--- config.mk ---
export PLATFORM = sky130hd
export DESIGN_NAME = euart
export DESIGN_NICKNAME = d
export VERILOG_FILES = /design/src/rtl/euart_pkg.sv /design/src/rtl/euart.sv
export SDC_FILE = /design/constraint.sdc
export NUM_CORES = 1
export LEC_CHECK = 0
export BUFFER_PORTS_ARGS = -buffer_cell sky130_fd_sc_hd__buf_2
export CAP_MARGIN = 20
export CORE_ASPECT_RATIO = 1.5
export CORE_MARGIN = 5
export CORE_UTILIZATION = 30
export DETAILED_ROUTE_END_ITERATION = 10
export GPL_TIMING_DRIVEN = 0
export PLACE_DENSITY = 0.43
export SKIP_CTS_REPAIR_TIMING = 1
export SYNTH_ARGS = -nofsm -noshare
export SYNTH_HDL_FRONTEND = slang
export SYNTH_SLANG_ARGS = --single-unit
--- constraint.sdc ---
create_clock -name clk -period 2.4 [get_ports clk]
set_clock_uncertainty 0.15 [all_clocks]
set_input_delay 0.48 -clock clk [delete_from_list [all_inputs] [get_ports clk]]
set_output_delay 0.48 -clock clk [all_outputs]
set_load 0.01 [all_outputs]
--- src/rtl/euart_pkg.sv ---
// Purpose: Constants for the enhanced serial port with its own bit rate generator.
// Assumes: One clock domain at the CPU clock rate; register offsets are chosen locally.
// Notes: Offsets are word indices on a plain strobe port.
// What this block does
// Shift-register mode moves data on the receive pin, clocks on transmit, 8 bits LSB first.
// Shift-register mode runs at one sixteenth of the CPU clock, nothing else.
// 8-bit mode frames are start low, eight data bits LSB first, stop high.
// 8-bit mode reception stores the stop bit as received ninth bit.
// 8-bit mode rate comes from Timer 1 overflow or the divisor generator.
// Fixed 9-bit mode sends start, eight data, ninth bit from software, stop.
// 9-bit modes store received ninth bit and drop the stop bit.
// Fixed 9-bit mode runs at CPU clock over 16 or 32 by half-rate select.
// Variable 9-bit mode equals fixed 9-bit mode but with the variable rate.
// Divisor generator runs on the CPU clock, dividing by the two divisor bytes plus one.
// Timer 1 overflow is halved again when half-rate select is clear.
// Timer 2 overflow is never a rate source.
// Framing error always in status; shown at control bit 7 when error view set.
// Software sets the mode bits while error view is clear.
// Eleven low bit times on the receive line report a break in status.
// A detected break raises a device reset request when enabled.
// Double buffering accepts the next byte while shifting; one stop bit between.
// With double buffering clear the transmit flag rises at frame end; outside shift-register mode a byte written while shifting is buffered and sent next.
// Software keeps double buffering off in shift-register mode.
// With double buffering the transmit flag rises when the buffer empties.
// The ninth bit is latched with the buffered byte; write it first.
// Receiver finds the start edge and samples mid-bit at sixteen times the rate.
// A low stop bit sets framing error until software clears it.
package euart_pkg;
  localparam logic [2:0] ADDR_CTRL = 3'h0;
  localparam logic [2:0] ADDR_DATA = 3'h1;
  localparam logic [2:0] ADDR_STAT = 3'h2;
  localparam logic [2:0] ADDR_PWR = 3'h3;
  localparam logic [2:0] ADDR_DIVL = 3'h4;
  localparam logic [2:0] ADDR_DIVH = 3'h5;
  localparam logic [7:0] CTRL_RESET = 8'h00;
  localparam logic [7:0] STAT_RESET = 8'h00;
  localparam logic [15:0] DIV_RESET = 16'h0000;
  localparam int OVERSAMPLE = 16;
  localparam int SHIFT_DIV = 16;
  localparam int BREAK_BITS = 11;
  localparam logic [3:0] SAMPLE_MID = 4'h7;
  // Control bits.
  localparam int C_SM0 = 7;
  localparam int C_SM1 = 6;
  localparam int C_REN = 4;
  localparam int C_TB8 = 3;
  localparam int C_RB8 = 2;
  localparam int C_TI = 1;
  localparam int C_RI = 0;
  // Status bits.
  localparam int S_DBM = 7;
  localparam int S_BRK_RST = 6;
  localparam int S_BRG_SEL = 5;
  localparam int S_BR = 3;
  localparam int S_FE = 2;
  // Power-control bits.
  localparam int P_HALF = 7;
  localparam int P_VIEW = 6;
  typedef enum logic [3:0] {
    TX_IDLE = 4'b0001,
    TX_START = 4'b0010,
    TX_DATA = 4'b0100,
    TX_STOP = 4'b1000
  } tx_state_t;
endpackage

--- src/rtl/euart.sv ---
// Purpose: Enhanced serial port with fixed, Timer 1 and divisor generator rates.
// Assumes: Timer 1 overflow arrives as a one-cycle pulse on the CPU clock.
// Notes: Address detection and interrupts stay outside this block.
`timescale 1ns/1ps
module euart (
  // Clock and reset.
  input wire logic clk,
  input wire logic rstn,
  // Register port.
  input wire logic [2:0] addr,
  input wire logic [7:0] wdata,
  input wire logic wr,
  input wire logic rd,
  output logic [7:0] rdata,
  // Rate source.
  input wire logic t1_ovf,
  // Serial pins; enables are low while driving.
  input wire logic rxd_in,
  output logic rxd_out,
  output logic rxd_oen,
  output logic txd,
  // Reset request.
  output logic break_reset_req
);
  logic rx_s1_q, rx_s2_q;
  logic [7:0] ctrl_q, stat_q, pwr_q, div_lo_q, div_hi_q;
  logic [15:0] brg_cnt_q;
  logic brg_tick, t1_half_q, var_tick;
  logic [4:0] fix_cnt_q;
  logic tick_q;
  logic [1:0] mode;
  logic [7:0] txbuf_q, rxbuf_q;
  logic txbuf_full_q, tb8_buf_q;
  euart_pkg::tx_state_t tx_st_q;
  logic [3:0] tx_sub_q, tx_bit_q;
  logic [8:0] tx_sh_q;
  logic [3:0] rx_sub_q, rx_bit_q;
  logic rx_busy_q;
  logic [8:0] rx_sh_q;
  logic [7:0] brk_cnt_q;
  logic m0_busy_q, m0_rx_q, m0_clk_q;
  logic [3:0] m0_cnt_q, m0_bit_q;
  logic [7:0] m0_sh_q;
  logic wr_data, set_ti, set_ri, set_fe, set_br, rb8_val;
  logic [7:0] rx_byte;

  assign mode = ctrl_q[euart_pkg::C_SM0:euart_pkg::C_SM1];
  assign wr_data = wr && addr == euart_pkg::ADDR_DATA;

  always_ff @(posedge clk or negedge rstn) begin
    if (!rstn) begin
      rx_s1_q <= 1'b1;
      rx_s2_q <= 1'b1;
    end else begin
      rx_s1_q <= rxd_in;
      rx_s2_q <= rx_s1_q;
    end
  end

  // Divisor generator on the CPU clock; Timer 2 has no path in here.
  always_ff @(posedge clk or negedge rstn) begin
    if (!rstn) begin
      brg_cnt_q <= euart_pkg::DIV_RESET;
    end else if (brg_tick) begin
      brg_cnt_q <= euart_pkg::DIV_RESET; // see R10
    end else begin
      brg_cnt_q <= brg_cnt_q + 16'h0001;
    end
  end
  assign brg_tick = brg_cnt_q >= {div_hi_q, div_lo_q};

  always_ff @(posedge clk or negedge rstn) begin
    if (!rstn) begin
      t1_half_q <= 1'b0;
    end else if (t1_ovf) begin
      t1_half_q <= ~t1_half_q;
    end
  end
  // A pulse per oversample period; zero-divisor runs at full clock.
  always_comb begin
    if (stat_q[euart_pkg::S_BRG_SEL]) begin
      var_tick = brg_tick; // see R5
    end else if (pwr_q[euart_pkg::P_HALF]) begin
      var_tick = t1_ovf;
    end else begin
      var_tick = t1_ovf && t1_half_q;
    end
  end

  // Fixed rate: divide by 2 gives CPU/32 per bit, by 1 gives CPU/16.
  always_ff @(posedge clk or negedge rstn) begin
    if (!rstn) begin
      fix_cnt_q <= 5'h00;
      tick_q <= 1'b0;
    end else begin
      fix_cnt_q <= fix_cnt_q + 5'h01;
      if (mode == 2'b10) begin
        tick_q <= pwr_q[euart_pkg::P_HALF] || fix_cnt_q[0];
      end else begin
        tick_q <= var_tick;
      end
    end
  end

  // Transmitter for the three framed modes.
  always_ff @(posedge clk or negedge rstn) begin
    if (!rstn) begin
      tx_st_q <= euart_pkg::TX_IDLE;
      tx_sub_q <= 4'h0;
      tx_bit_q <= 4'h0;
      tx_sh_q <= 9'h1ff;
      txd <= 1'b1;
      txbuf_full_q <= 1'b0;
      txbuf_q <= 8'h00;
      tb8_buf_q <= 1'b0;
    end else begin
      case (tx_st_q)
        euart_pkg::TX_IDLE: begin
          txd <= mode == 2'b00 ? m0_clk_q : 1'b1;
          if (txbuf_full_q && tick_q) begin
            tx_sh_q <= {tb8_buf_q, txbuf_q};
            txbuf_full_q <= 1'b0;
            tx_st_q <= euart_pkg::TX_START;
            tx_sub_q <= 4'h0;
            txd <= 1'b0;
          end
        end
        euart_pkg::TX_START, euart_pkg::TX_DATA: begin
          if (tick_q) begin
            tx_sub_q <= tx_sub_q + 4'h1;
            if (tx_sub_q == 4'hf) begin
              if (tx_st_q == euart_pkg::TX_START) begin
                tx_st_q <= euart_pkg::TX_DATA;
                tx_bit_q <= 4'h0;
                txd <= tx_sh_q[0];
              end else if (tx_bit_q == (mode == 2'b01 ? 4'h7 : 4'h8)) begin
                tx_st_q <= euart_pkg::TX_STOP;
                txd <= 1'b1;
              end else begin
                tx_bit_q <= tx_bit_q + 4'h1;
                tx_sh_q <= {1'b1, tx_sh_q[8:1]};
                txd <= tx_sh_q[1];
              end
            end
          end
        end
        euart_pkg::TX_STOP: begin
          if (tick_q) begin
            tx_sub_q <= tx_sub_q + 4'h1;
            if (tx_sub_q == 4'hf) begin
              tx_st_q <= euart_pkg::TX_IDLE;
            end
          end
        end
        default: tx_st_q <= euart_pkg::TX_IDLE;
      endcase
      // After the state machine, so a write in the cycle the buffer drains is not lost.
      if (wr_data && mode != 2'b00) begin
        txbuf_q <= wdata;
        tb8_buf_q <= ctrl_q[euart_pkg::C_TB8];
        txbuf_full_q <= 1'b1;
      end
      if (mode == 2'b00 && tx_st_q == euart_pkg::TX_IDLE) begin
        txd <= m0_clk_q;
      end
    end
  end

  // Shift-register mode: clock low half then high, data changes one clock after the fall.
  always_ff @(posedge clk or negedge rstn) begin
    if (!rstn) begin
      m0_busy_q <= 1'b0;
      m0_rx_q <= 1'b0;
      m0_clk_q <= 1'b1;
      m0_cnt_q <= 4'h0;
      m0_bit_q <= 4'h0;
      m0_sh_q <= 8'h00;
      rxd_out <= 1'b1;
      rxd_oen <= 1'b1;
    end else if (!m0_busy_q) begin
      m0_clk_q <= 1'b1;
      rxd_oen <= 1'b1;
      if (mode == 2'b00 && (wr_data || (wr && addr == euart_pkg::ADDR_CTRL &&
          wdata[euart_pkg::C_REN] && !wdata[euart_pkg::C_RI]))) begin
        m0_busy_q <= 1'b1;
        // Falling here gives the first bit a full eight-clock low phase.
        m0_clk_q <= 1'b0;
        m0_rx_q <= !wr_data;
        m0_sh_q <= wdata;
        m0_cnt_q <= 4'h0;
        m0_bit_q <= 4'h0;
      end
    end else begin
      m0_cnt_q <= m0_cnt_q + 4'h1;
      rxd_oen <= m0_rx_q;
      rxd_out <= m0_sh_q[0];
      if (m0_cnt_q == 4'h7) begin
        m0_clk_q <= 1'b1;
        if (m0_rx_q) begin
          m0_sh_q <= {rx_s2_q, m0_sh_q[7:1]};
        end
      end else if (m0_cnt_q == 4'hf) begin
        // No fall after the last bit, or the idle clock would glitch low for a cycle.
        m0_clk_q <= m0_bit_q == 4'h7;
        if (!m0_rx_q) begin
          m0_sh_q <= {1'b1, m0_sh_q[7:1]};
        end
        m0_bit_q <= m0_bit_q + 4'h1;
        if (m0_bit_q == 4'h7) begin
          m0_busy_q <= 1'b0;
        end
      end else if (m0_cnt_q == 4'h0) begin
        m0_clk_q <= 1'b0;
      end
    end
  end

  // Framed receiver, oversampled sixteen times per bit.
  always_ff @(posedge clk or negedge rstn) begin
    if (!rstn) begin
      rx_busy_q <= 1'b0;
      rx_sub_q <= 4'h0;
      rx_bit_q <= 4'h0;
      rx_sh_q <= 9'h000;
    end else if (mode == 2'b00 || !ctrl_q[euart_pkg::C_REN]) begin
      rx_busy_q <= 1'b0;
    end else if (tick_q) begin
      if (!rx_busy_q) begin
        if (!rx_s2_q) begin
          rx_busy_q <= 1'b1;
          rx_sub_q <= 4'h1;
          rx_bit_q <= 4'h0;
        end
      end else begin
        rx_sub_q <= rx_sub_q + 4'h1;
        if (rx_sub_q == euart_pkg::SAMPLE_MID) begin
          if (rx_bit_q == 4'h0 && rx_s2_q) begin
            rx_busy_q <= 1'b0;
          end else if (rx_bit_q == (mode == 2'b01 ? 4'h9 : 4'ha)) begin
            rx_busy_q <= 1'b0;
          end else if (rx_bit_q != 4'h0) begin
            rx_sh_q <= {rx_s2_q, rx_sh_q[8:1]};
          end
          rx_bit_q <= rx_bit_q + 4'h1;
        end
      end
    end
  end
  assign set_fe = tick_q && rx_busy_q && rx_sub_q == euart_pkg::SAMPLE_MID &&
                  rx_bit_q == (mode == 2'b01 ? 4'h9 : 4'ha) && !rx_s2_q;
  assign set_ri = (tick_q && rx_busy_q && rx_sub_q == euart_pkg::SAMPLE_MID &&
                   rx_bit_q == (mode == 2'b01 ? 4'h9 : 4'ha)) ||
                  (m0_busy_q && m0_rx_q && m0_cnt_q == 4'hf && m0_bit_q == 4'h7);
  // Mode 1 keeps the stop bit, the 9-bit modes keep the ninth bit.
  assign rb8_val = mode == 2'b01 ? rx_s2_q : rx_sh_q[8]; // see R4
  assign rx_byte = mode == 2'b00 ? m0_sh_q :
                   (mode == 2'b01 ? rx_sh_q[8:1] : rx_sh_q[7:0]);

  // Break counter in oversample ticks, eleven bits of sixteen each.
  always_ff @(posedge clk or negedge rstn) begin
    if (!rstn) begin
      brk_cnt_q <= 8'h00;
    end else if (rx_s2_q) begin
      brk_cnt_q <= 8'h00;
    end else if (tick_q && brk_cnt_q != 8'(euart_pkg::BREAK_BITS * euart_pkg::OVERSAMPLE)) begin
      brk_cnt_q <= brk_cnt_q + 8'h01;
    end
  end
  assign set_br = tick_q && !rx_s2_q &&
                  brk_cnt_q == 8'(euart_pkg::BREAK_BITS * euart_pkg::OVERSAMPLE - 1);

  // Transmit flag: buffer drained with double buffering, else frame end.
  assign set_ti = stat_q[euart_pkg::S_DBM] ?
                  (txbuf_full_q && tick_q && tx_st_q == euart_pkg::TX_IDLE) :
                  ((tx_st_q == euart_pkg::TX_STOP && tick_q && tx_sub_q == 4'hf) ||
                   (m0_busy_q && !m0_rx_q && m0_cnt_q == 4'hf && m0_bit_q == 4'h7));

  // Registers; hardware sets win over software clears.
  always_ff @(posedge clk or negedge rstn) begin
    if (!rstn) begin
      ctrl_q <= euart_pkg::CTRL_RESET;
      stat_q <= euart_pkg::STAT_RESET;
      pwr_q <= 8'h00;
      div_lo_q <= 8'h00;
      div_hi_q <= 8'h00;
      rxbuf_q <= 8'h00;
      break_reset_req <= 1'b0;
    end else begin
      if (wr && addr == euart_pkg::ADDR_CTRL) begin
        // Bit 7 write is dropped while error view is set.
        ctrl_q <= {pwr_q[euart_pkg::P_VIEW] ? ctrl_q[7] : wdata[7], wdata[6:0]};
        if (pwr_q[euart_pkg::P_VIEW] && !wdata[7]) begin
          stat_q[euart_pkg::S_FE] <= 1'b0;
        end
      end
      if (wr && addr == euart_pkg::ADDR_STAT) begin
        stat_q <= {wdata[7:5], 1'b0, wdata[3:2] & stat_q[3:2], 2'b00};
      end
      if (wr && addr == euart_pkg::ADDR_PWR) begin
        pwr_q <= wdata;
      end
      if (wr && addr == euart_pkg::ADDR_DIVL) begin
        div_lo_q <= wdata;
      end
      if (wr && addr == euart_pkg::ADDR_DIVH) begin
        div_hi_q <= wdata;
      end
      if (set_ti) begin
        ctrl_q[euart_pkg::C_TI] <= 1'b1;
      end
      if (set_ri) begin
        ctrl_q[euart_pkg::C_RI] <= 1'b1;
        ctrl_q[euart_pkg::C_RB8] <= rb8_val;
        rxbuf_q <= rx_byte;
      end
      if (set_fe) begin
        stat_q[euart_pkg::S_FE] <= 1'b1;
      end
      if (set_br) begin
        stat_q[euart_pkg::S_BR] <= 1'b1;
      end
      break_reset_req <= set_br && stat_q[euart_pkg::S_BRK_RST];
    end
  end

  always_ff @(posedge clk or negedge rstn) begin
    if (!rstn) begin
      rdata <= 8'h00;
    end else if (rd) begin
      case (addr)
        euart_pkg::ADDR_CTRL: rdata <= {pwr_q[euart_pkg::P_VIEW] ?
                                        stat_q[euart_pkg::S_FE] : ctrl_q[7], ctrl_q[6:0]};
        euart_pkg::ADDR_DATA: rdata <= rxbuf_q;
        euart_pkg::ADDR_STAT: rdata <= {stat_q[7:2], txbuf_full_q, rx_busy_q};
        euart_pkg::ADDR_PWR: rdata <= pwr_q;
        euart_pkg::ADDR_DIVL: rdata <= div_lo_q;
        euart_pkg::ADDR_DIVH: rdata <= div_hi_q;
        default: rdata <= 8'h00;
      endcase
    end else begin
      rdata <= 8'h00;
    end
  end
endmodule

## After elaboration in Yosys (flattened, before gate mapping)

Cells that the tools add are included.

- Add/subtract/negate cells: 9
- $lt $le $gt $ge: 1
- Eq/ne operators: 40
- Muxes and demuxes: 88
- Bitwise logic cells: 7
- Reductions and logical operators: 78

Operators by type and width:

| operator | number |
|---|---|
| two-way mux 4 bit | 23 |
| two-way mux 8 bit | 11 |
| one-hot mux 8 bit (6 select lines) | 1 |
| two-way mux 9 bit | 5 |
| two-way mux 1 bit | 41 |
| logical AND 1 bit | 32 |
| adder 4 x 1 -> 4 bit, second input constant | 6 |
| nonzero test 2 bit | 11 |
| one-hot mux 9 bit (2 select lines) | 1 |
| adder 16 x 1 -> 16 bit, second input constant | 1 |
| equality test 4 x 3 -> 1 bit, second input constant | 4 |
| greater-or-equal comparator 16 bit | 1 |
| two-way mux 16 bit | 1 |
| != test 2 bit, second input constant | 8 |
| equality test 4 bit, second input constant | 3 |
| != test 3 bit, second input constant | 4 |
| one-hot mux 4 bit (3 select lines) | 1 |
| AND reduction 3 bit | 4 |
| AND reduction 4 bit | 3 |
| AND reduction 6 bit | 2 |
| != test 2 x 1 -> 1 bit, second input constant | 5 |
| nonzero test 3 bit | 3 |
| adder 8 x 1 -> 8 bit, second input constant | 1 |
| equality test 4 bit | 2 |
| 29 further kinds | 49 |

- Register bits: 158
- Input port bits: 17
- Output and inout bits: 12
- Logic and storage cells: 263

## Longest topological paths before layout

Gate-level depths: netlist of the first run.

- Depth after elaboration: 9
- Mapped depth: 8

## Worst setup path after synthesis of the first run

OpenSTA, ideal clock, no wires.

- Path type: register -> register
- From: register brg_cnt_q[13]
- To: register brg_cnt_q[8]
- Data arrival time: 1.891 ns
- Path slack: 0.240 ns
- Cell stages (with the launch flop): 7
- Period minus slack after synthesis: 2.160 ns
- Cells stage by stage: dfrtp_1 -> ha_1 -> nand4_1 -> or4_1 -> o211ai_2 -> buf_4 -> nor2_1

- Cells in the longest elaborated chain, start to end: 2

Ends and longest elaborated chain:

| element | RTL line | RTL |
|---|---|---|
| start: declaration | euart.sv:27 | `logic [15:0] brg_cnt_q;` |
| start signal: assignment | euart.sv:63 | `brg_cnt_q <= euart_pkg::DIV_RESET;` |
| start signal: assignment | euart.sv:65 | `brg_cnt_q <= euart_pkg::DIV_RESET;` |
| start signal: assignment | euart.sv:67 | `brg_cnt_q <= brg_cnt_q + 16'h0001;` |
| greater-or-equal comparator 16 bit | euart.sv:70 | `assign brg_tick = brg_cnt_q >= {div_hi_q, div_lo_q};` |
| two-way mux 16 bit | euart.sv:64 | `end else if (brg_tick) begin` |

Every way passes these cells.
A chain may end at the register's enable or synchronous reset.

## Final worst setup path of the first run

- From: register div_hi_q[1]
- To: register brg_cnt_q[12]

- Cells in the longest elaborated chain, start to end: 2

Ends and longest elaborated chain:

| element | RTL line | RTL |
|---|---|---|
| start: declaration | euart.sv:26 | `logic [7:0] ctrl_q, stat_q, pwr_q, div_lo_q, div_hi_q;` |
| start signal: assignment | euart.sv:306 | `div_hi_q <= wdata;` |
| greater-or-equal comparator 16 bit | euart.sv:70 |  |
| two-way mux 16 bit | euart.sv:64 |  |

Every way passes these cells.

==> results of run 1 <==
==> worst max-delay path, cell delays in order, from the launching register on <==
cell,delay [ns]
dfrtp_1,0.41
inv_1,0.07
ha_1,0.30
nand4_1,0.18
or4_1,0.55
o211ai_4,0.22
buf_4,0.22
nor2_1,0.07
==> metal layers <==
metal | GRT usage, % | vias up | share of wire [%]
met4 | 5.54 | 0 | 2.6
li1 | - | 2708 | -
met5 | 0 | - | 0
met1 | 16.9 | 2827 | 40
met3 | 2.51 | 28 | 2.1
met2 | 26.6 | 66 | 55
==> layout make-up <==
| cell class | count | area share [%] |
|---|---|---|
| clock buffer | 19 | 4.79 |
| inverter | 42 | 1.71 |
| timing repair buffer | 35 | 2.60 |
| clock inverter | 13 | 1.89 |
| sequential | 154 | 41.9 |
| tap | 337 | 4.56 |
| multi-input combinational | 509 | 41.0 |
| buffer | 29 | 1.49 |
| antenna | 1 | 0.0271 |
==> sequential cells by signal, indices dropped and copies added (netlist names), 8 cells and up <==
register   count
brg_cnt_q     16
rx_sh_q        9
tx_sh_q        9
brk_cnt_q      8
ctrl_q         8
div_hi_q       8
div_lo_q       8
m0_sh_q        8
pwr_q          8
rdata          8
rxbuf_q        8
txbuf_q        8
==> logic make-up (layout without fill, tap and decap cells) <==
kind of cell	count (synthesis)	in the layout	synth area share (%)
xor gates and xnor gates	28	28	3.09
muxes	103	103	15.0
and+or+nand+nor	225	225	14.3
DFF	154	154	48.7
buffers and inverters	71	138	3.70
AOI/OAI and AO/OA	126	126	10.8
other	0	1	0
adders and majority gates	27	27	4.25
==> Yosys cell counts (10+ instances only) <==
master / n
nand4_1: 15
buf_2: 10
xor2_1: 14
clkbuf_1: 16
mux2_1: 34
mux2_2: 25
inv_1: 39
nand2_1: 71
dfstp_2: 16
ha_1: 27
o21ai_0: 27
nor2_1: 59
a21oi_1: 12
xnor2_1: 14
mux2i_1: 32
o21ai_1: 28
dfrtp_1: 138
nand3_1: 15
==> through the flow <==
step           total power (W)  utilization, %
6_report               0.00790            35.1
5_1_grt                0.00836            35.1
4_1_cts                0.00801            34.8
3_5_place_dp           0.00510            32.5
3_3_place_gp           0.00503            32.3
2_1_floorplan          0.00452               -
==> cell usage in the layout (no fill, tap or decap), types with 15 or more instances in the layout <==
| master | n |
|---|---|
| dfrtp_1 | 138 |
| clkbuf_16 | 17 |
| buf_2 | 37 |
| clkbuf_1 | 16 |
| inv_1 | 39 |
| mux2i_1 | 32 |
| mux2_1 | 34 |
| dfstp_2 | 16 |
| nand2_1 | 71 |
| nand3_1 | 15 |
| o21ai_0 | 27 |
| o21ai_1 | 28 |
| mux2_2 | 25 |
| nor2_1 | 59 |
| ha_1 | 27 |
| nand4_1 | 15 |
==> report_power, final <==
part           total (W)  switching, W  internal (W)  leakage [nW]
clock network    0.00286       0.00110       0.00176         0.295
registers        0.00343      0.000355       0.00307          1.93
logic            0.00161      0.000899      0.000707          2.05
==> path summary, 6_finish.rpt <==
check | slack, ns | depth (start not counted) | to
worst max-delay path | 0.13 | 7 | brg_cnt_q[12]
worst min register to register | 0.21 | 0 | rx_s2_q
worst max register to register | 0.13 | 7 | brg_cnt_q[12]
max in group asynchronous | 0.73 | 3 | tx_sh_q[3]
worst min-delay path | 0.11 | 2 | t1_half_q
min in group asynchronous | 0.51 | 2 | brk_cnt_q[6]
==> metrics.txt, run 1 <==
Worst-Margin Slew 0.791 ns; Die Width approximately 140 um; Die Area 0.0299 sq mm; Placed Instances 1100; most used flip-flop cell after synthesis dfrtp_1; CTS root buffer clkbuf_16; Vias around 5600; die height around 210 um; first-pass GRT wire length roughly 34000 um; Max Cap Viol 0; grt ovf 0; Post-synth EDFFs 0; status complete, no violations; Worst Hold Class primary input to flop; Net Count, Synth just under 800; sequential-to-total area share from yosys stat between 40% and 50%; H-tree levels 4; Seq. cell area between 0.003 and 0.004 sq mm; vias in the first global route a little over 6000; initial antenna violation count 0; final setup fails 0; number of port buffers 28; fin cells between 1000 and 1500; CTS Buf Count 17; fin nets between 800 and 900; period utilisation layout between 90% and 100%; Core ar. between 0.02 and 0.03 sq mm; Cells after Synth between 700 and 800; Worst Slack Setup Final around 0.13 ns; Placed Area about 0.0085 sq mm; io pins 29; syn avg cell area 10.8 sq um; worst skew pair latency about 0.42 ns; Worst-path clk slew 0.06 ns; Peak VDD IR ~0.00052 V; largest net degree at the start of global routing between 80 and 90; Fillers about 2700; Distinct cells, synth approximately 80; CTS tree yes; synthesis-to-layout area growth 16.3%; Initial Utilization between 30 and 40%; drt first pass iters 4; leakage power between 4 and 5 nW; min Tclk post-route 2.27 ns; vias per cell between 4 and 5; WL/cell approximately 18 um; Routability Congestion between 0.7 and 0.8; CP arrival around 2.4 ns; PD cells ~850 mW/mm^2; DR iter-0 viols 267; Worst Setup SP div_hi_q[1]; largest area contributor in the netlist dfrtp_1; Worst EP required between 2 and 3 ns; YS warnings 0; synth top area cells dfrtp_1 43%, dfstp_2 5.3%, mux2_1 4.8%; area of the multi-input gates 0.00379 sq mm; critical path capture point type flop; critical path type flop to flop; Crit Reg-Reg Startpoint div_hi_q[1]; Max-slew headroom between 40 and 50%; Site Rows 73; global-route total usage across every layer between 10 and 15%; post-synthesis cell area just under 0.008 sq mm; Max clock buf depth 2; Crit Path Max Fanout 10; Worst Hold Launch t1_ovf; Synth top area share about 43%; unrepaired setup endpoints after global routing no; hold_ws 0.105 ns; Routed WL roughly 21000 um; hpwl dp roughly 15000 um; startpoint types flop; total negative slack 0 ns; FF+latch count, synth between 150 and 200; layout cells sized above 1 around a fifth; pre-CTS setup slack -0.158 ns; Remaining DRCs 0; Fin. Hold Viols 0; clk sink count roughly 150; cell area after layout just over 0.009 sq mm; post-route antenna net violation count 0; Post-synth ARST share 100%; fmax about 440 MHz; Max Slew Vio Count 0
(Power assumes the default switching activity.)
==> run 2: changes to the inputs <==
MAX_ROUTING_LAYER = met4   (was default)
==> run 2 against run 1 <==
Clock-buffer cell count stayed put. Worst hold slack better by 0.0031 ns. Cell count stayed put. Maximum frequency is 0.99% higher. Sequential cell count stayed put. Total power hardly changed. Sequential power hardly changed.
==> metrics.txt, run 2 (synthesized netlist as in run 1, its figures left out) <==
Placed Instances 1100 (unchanged); Max clock buf depth 2 (unchanged); Worst-Margin Slew 0.775 ns (-0.0157 ns); CTS tree yes; Placed Area 0.00855 sq mm (unchanged); Max Cap Viol 0 (unchanged); Comb pwr share 20.3% (about the same); vias per cell 4.96 (+0.34%); PD cells 853 mW/mm^2 (about the same); Worst Hold Class primary input to flop; clock share of power 36.2% (about the same); vias in the first global route 6070 (-0.099%); critical path capture point type flop; post-route antenna net violation count 0 (unchanged); Psw 0.00235 W (-0.33%); final setup fails 0 (unchanged); Net Sw Frac 29.8% (-0.070 points); die height 209 um (unchanged); initial antenna violation count 0 (unchanged); Site Rows 73 (unchanged); Die Area 0.0299 sq mm (unchanged); WL/cell 18.3 um (-0.23%); Worst EP required 2.56 ns (about the same); fin nets 832 (unchanged); Peak VDD IR 0.000520 V (-0.69%); Core ar. 0.0263 sq mm (unchanged); Die Width 143 um (unchanged); CTS Buf Count 17 (unchanged); grt ovf 0 (unchanged); most frequent cells in the layout 138 x dfrtp_1, 71 x nand2_1, 59 x nor2_1, 39 x inv_1, 37 x buf_2; Crit Path Max Fanout 10 (unchanged); first-pass GRT wire length 33900 um (about the same); DR iter-0 viols 262 (-1.9%); status complete, no violations; CP arrival 2.41 ns (-0.02 ns); Pint 0.00554 W (about the same); max reg flops 16 (unchanged); largest net degree at the start of global routing 84 (unchanged); sequential power share 43.5% (about the same); Routability Congestion 0.781 (+1.3%); CTS root buffer clkbuf_16; period utilisation layout 93.7% (-0.93 points); H-tree levels 4 (unchanged); io pins 29 (unchanged); clk sink count 154 (unchanged); unrepaired setup endpoints after global routing no; worst skew pair latency 0.43 ns (about the same); Remaining DRCs 0 (unchanged); Fillers 2664 (unchanged); fmax 445 MHz (+0.99%); leakage power 4.27 nW (unchanged); Worst-path clk slew 0.06 ns (about the same); synthesis-to-layout area growth 16.3% (unchanged); critical path type flop to flop; Max Slew Vio Count 0 (unchanged); Worst Hold Launch t1_ovf; startpoint types flop; Routed WL 20800 um (-0.23%); Worst Setup SP div_hi_q[1]; drt first pass iters 6 (+2); layout cells sized above 1 18.7% (unchanged); number of port buffers 28 (unchanged); global-route total usage across every layer 15.1% (+0.44 points); Crit Reg-Reg Startpoint div_hi_q[1]; min Tclk post-route 2.25 ns (-0.0222 ns); hpwl dp 15300 um (unchanged); biggest regs brg_cnt_q x16, rx_sh_q x9, tx_sh_q x9; Initial Utilization 30.2% (unchanged); Reg with most FFs brg_cnt_q; fin cells 1139 (unchanged); commonest non-fill, non-tap cell in the layout dfrtp_1; Vias 5648 (+0.34%); Max-slew headroom 48.3% (+1.0 points); cell area after layout 0.00924 sq mm (unchanged); Fin. Hold Viols 0 (unchanged)
==> run 2: cell counts in the layout (fill, tap and decap cells not counted) <==
No cell type changed its count.
==> run 2: worst paths after layout <==
path	cells after the start	slack, ns	end
min in group asynchronous	2	0.52	brk_cnt_q[6]
setup / recovery	7	0.15	brg_cnt_q[12]
max in group asynchronous	3	0.74	tx_sh_q[3]
hold / removal	2	0.11	t1_half_q
hold reg to reg	0	0.21	rx_s2_q
setup reg to reg	7	0.15	brg_cnt_q[12]
==> run 2: worst max-delay path, stage by stage (launching register included) <==
cell      delay (ns)
dfrtp_1         0.41
inv_1           0.06
ha_1            0.30
nand4_1         0.17
or4_1           0.55
o211ai_4        0.22
buf_4           0.21
nor2_1          0.07
==> run 2: area by class of cell <==
cell class | count | area (sq um) | share of cell area [%]
Antenna cell | 1 | 2.50 | 0.0271
Buffer | 29 | 138 | 1.49
Clock buffer | 19 | 443 | 4.79
Clock inverter | 13 | 175 | 1.89
Inverter | 42 | 158 | 1.71
Multi-Input combinational cell | 509 | 3790 | 41.0
Sequential cell | 154 | 3870 | 41.9
Tap cell | 337 | 422 | 4.56
Timing Repair Buffer | 35 | 240 | 2.60
==> run 2: power by group through the flow <==
stage	logic, W	clock network, W	registers (W)
6_report	0.00161	0.00286	0.00343
5_1_grt	0.00183	0.00305	0.00349
4_1_cts	0.00163	0.00294	0.00343
3_5_place_dp	0.00162	0	0.00348
3_3_place_gp	0.00156	0	0.00347
2_1_floorplan	0.00116	0	0.00335
==> run 2: through the flow <==
step                worst slack [ns]  utilization [%]  total power, W  TNS [ns]  hold slack (ns)
floorplan                      0.240                -         0.00452         0           0.0344
global placement               -1.75             32.3         0.00503   -255.03            0.197
detailed placement            -0.158             32.5         0.00510     -3.51            0.201
CTS                           -0.171             34.8         0.00801     -1.64          -0.0600
global route                  0.0228             35.1         0.00837         0            0.107
finish                         0.151             35.1         0.00789         0            0.108
==> run 2: layer usage <==
metal | track usage (%) | up-vias | routed length [um]
li1 | - | 2707 | -
met1 | 16.9 | 2845 | 8450
met2 | 26.6 | 71 | 11500
met3 | 2.46 | 25 | 348
met4 | 5.54 | 0 | 507
met5 | - | - | 0
==> run 3: changes to the inputs <==
ABC_AREA = 1   (was default)
PLACE_DENSITY = default   (was 0.43)
==> run 3 against run 2 <==
Synthesized cell count up 32%. Via count increased by 15%. Sequential power hardly changed. Non-clock buffer count fell by 14. Cell count grew 20%. Critical path depth is 5 higher. First-iteration DRC count up 70%. Critical path type unchanged. Largest power group unchanged.
==> metrics.txt, run 3 <==
status complete, no violations; Worst EP required 2.56 ns (about the same); die height 209 um (-0.28%); FF+latch count, synth 154 (unchanged); Worst-Margin Slew 0.595 ns (-0.180 ns); CTS root buffer clkbuf_16; PD cells 885 mW/mm^2 (+3.7%); synthesized-area fraction occupied by adder cells 4.28% (+0.025 points); hold path cells 2 (unchanged); Vias 6493 (+15%); min Tclk post-route 2.09 ns (-0.161 ns); most frequent cells after synthesis 270 x nand2_1, 138 x dfrtp_1, 117 x inv_1; Initial Utilization 30.6% (+0.35 points); Fillers 2688 (+0.90%); vias in the first global route 6566 (+8.2%); Net Count, Synth 1011 (+30%); Crit Reg-Reg Startpoint brg_cnt_q[0]; DR iter-0 viols 445 (+70%); Site Rows 72 (-1.4%); period utilisation layout 87.0% (-6.7 points); grt ovf 0 (unchanged); largest family of logic cells by synthesized area simple AND/OR/NAND/NOR gates; Placed Area 0.00849 sq mm (-0.66%); post-synthesis xor/xnor area fraction 1.77% (-1.3 points); drt first pass iters 7 (+1); cell area after layout 0.00912 sq mm (-1.3%); io pins 29 (unchanged); synthesis-to-layout area growth 15.5%; Distinct cells, synth 40 (-51%); simple-gate share of the synthesized area 24.2% (+9.8 points); leakage power 4.45 nW (+4.2%); post-synthesis cell area 0.00790 sq mm (-0.58%); Seq. cell area 0.00387 sq mm (unchanged); WL/cell 14.6 um (-20%); Fin. Hold Viols 0 (unchanged); CTS tree yes; synth top area cells dfrtp_1 44%, nand2_1 13%, o21ai_0 6.3%; ANT cells 0 (-1); startpoint types flop; R2R cell count 12 (+5); biggest regs brg_cnt_q x16, rx_sh_q x9, tx_sh_q x9; most frequent cells in the layout 270 x nand2_1, 138 x dfrtp_1, 117 x inv_1, 100 x o21ai_0, 62 x nand3_1; Routability Congestion 0.959 (+23%); Max-slew headroom 60.3% (+12 points); Die Area 0.0297 sq mm (-0.55%); layout cells sized above 1 11.9% (-6.9 points); hpwl dp 15000 um (-2.3%); Die Width 143 um (-0.27%); Max Cap Viol 0 (unchanged); Worst Hold Class primary input to flop; total negative slack 0 ns (unchanged); Remaining DRCs 0 (unchanged); sequential power share 42.4% (-1.1 points); Pwr Total 0.00807 W (+2.3%); Synth Area in Compound Gates 13.7% (+2.9 points); critical path capture point type flop; worst skew pair latency 0.43 ns (about the same); first-pass GRT wire length 33700 um (-0.41%); Cells after Synth 967 (+32%); max reg flops 16 (unchanged); Routed WL 19800 um (-4.6%); final setup fails 0 (unchanged); largest area contributor in the netlist dfrtp_1; count leader, synth nand2_1; Max clock buf depth 2 (unchanged); hold_ws 0.134 ns (+0.0260 ns); Post-synth EDFFs 0 (unchanged); Worst Setup SP brg_cnt_q[0]; vias per cell 4.77 (-3.9%); most used flip-flop cell after synthesis dfrtp_1; commonest non-fill, non-tap cell in the layout nand2_1; Post-synth ARST share 100% (unchanged); mux cell area share after synthesis 0% (-15 points); Psw 0.00264 W (+12%); Worst Hold Launch t1_ovf; Pint 0.00544 W (-1.8%); H-tree levels 4 (unchanged); clock share of power 35.0% (-1.2 points); Max Slew Vio Count 0 (unchanged); Worst-path clk slew 0.06 ns (about the same); Comb pwr share 22.6% (+2.3 points); initial antenna violation count 0 (unchanged); clk sink count 154 (unchanged); post-layout util 35.3% (+0.14 points); Synth top area share 43.7% (+0.25 points); critical path type flop to flop; global-route total usage across every layer 14.7% (-0.40 points); largest net degree at the start of global routing 94 (+12%); YS warnings 0 (unchanged); fin nets 1060 (+27%); Crit Path Max Fanout 10 (unchanged); syn avg cell area 8.17 sq um (-25%); CTS Buf Count 17 (unchanged); CP arrival 2.25 ns (-0.16 ns); r2r setup slk 0.31 ns (+0.16 ns); Reg with most FFs brg_cnt_q; Core ar. 0.0259 sq mm (-1.7%); fmax 479 MHz (+7.7%); Peak VDD IR 0.000581 V (+12%); area of the multi-input gates 0.00347 sq mm (-8.4%); Net Sw Frac 32.7% (+2.9 points); post-route antenna net violation count 0 (unchanged); sequential-to-total area share from yosys stat 49.0% (+0.29 points); unrepaired setup endpoints after global routing no; number of port buffers 27 (-3.6%)
run 3: cell types whose count changed after synthesis, moves of 28 or more:
cell and delta:
mux2_1 -34, mux2i_1 -32, nand3_1 +47, nand2_1 +199, o21ai_0 +73, inv_1 +78, o21ai_1 -28
run 3: cell type report:
| cell class | instances | area share [%] |
|---|---|---|
| clock buffer | 20 | 4.79 |
| timing repair buffer | 30 | 2.11 |
| buffer | 20 | 1.07 |
| sequential | 154 | 42.5 |
| multi-input combinational | 671 | 38.1 |
| inverter | 122 | 5.02 |
| clock inverter | 12 | 1.91 |
| tap | 333 | 4.57 |
run 3: worst paths after layout:
kind,endpoint
max in group asynchronous,tx_sh_q[5]
min reg2reg,rx_s2_q
max reg2reg,brg_cnt_q[15]
min in group asynchronous,brk_cnt_q[3]
min,t1_half_q
max,brg_cnt_q[15]
run 3: per-stage QoR:
stage,instances,setup WS (ns)
finish,1362,0.312
global route,1362,0.121
CTS,1360,0.143
detailed placement,1328,0.135
global placement,1327,-1.72
floorplan,967,0.561
run 3: power by group through the flow:
| stage | Combinational [W] | Clock [W] | Sequential [W] |
|---|---|---|---|
| floorplan | 0.00135 | 0 | 0.00336 |
| global placement | 0.00179 | 0 | 0.00346 |
| detailed placement | 0.00185 | 0 | 0.00346 |
| CTS | 0.00185 | 0.00291 | 0.00342 |
| global route | 0.00215 | 0.00301 | 0.00348 |
| finish | 0.00182 | 0.00283 | 0.00342 |
run 3: cell families after synthesis:
kind of cell    count (synthesis)
simple gates                  446
compound gates                182
flops                         154
buf+inv                       142
fa+ha+maj                      27
xor+xnor                       16
run 3: critical path: stages (launching register included):
cell	delay (ns)
dfrtp_1	0.42
inv_1	0.07
ha_1	0.27
nand2_1	0.04
nand3_1	0.08
nand2_1	0.05
nand2_1	0.06
nand2_1	0.05
nand2_1	0.08
nand2_1	0.08
nand2_1	0.24
clkbuf_2	0.30
nor2_1	0.07
run 3: routing by layer:
layer | track usage, % | share of wire [%]
met5 | - | 0
met4 | 6.76 | 3.5
met3 | 2.58 | 2.8
met2 | 24.8 | 52
met1 | 16.8 | 42
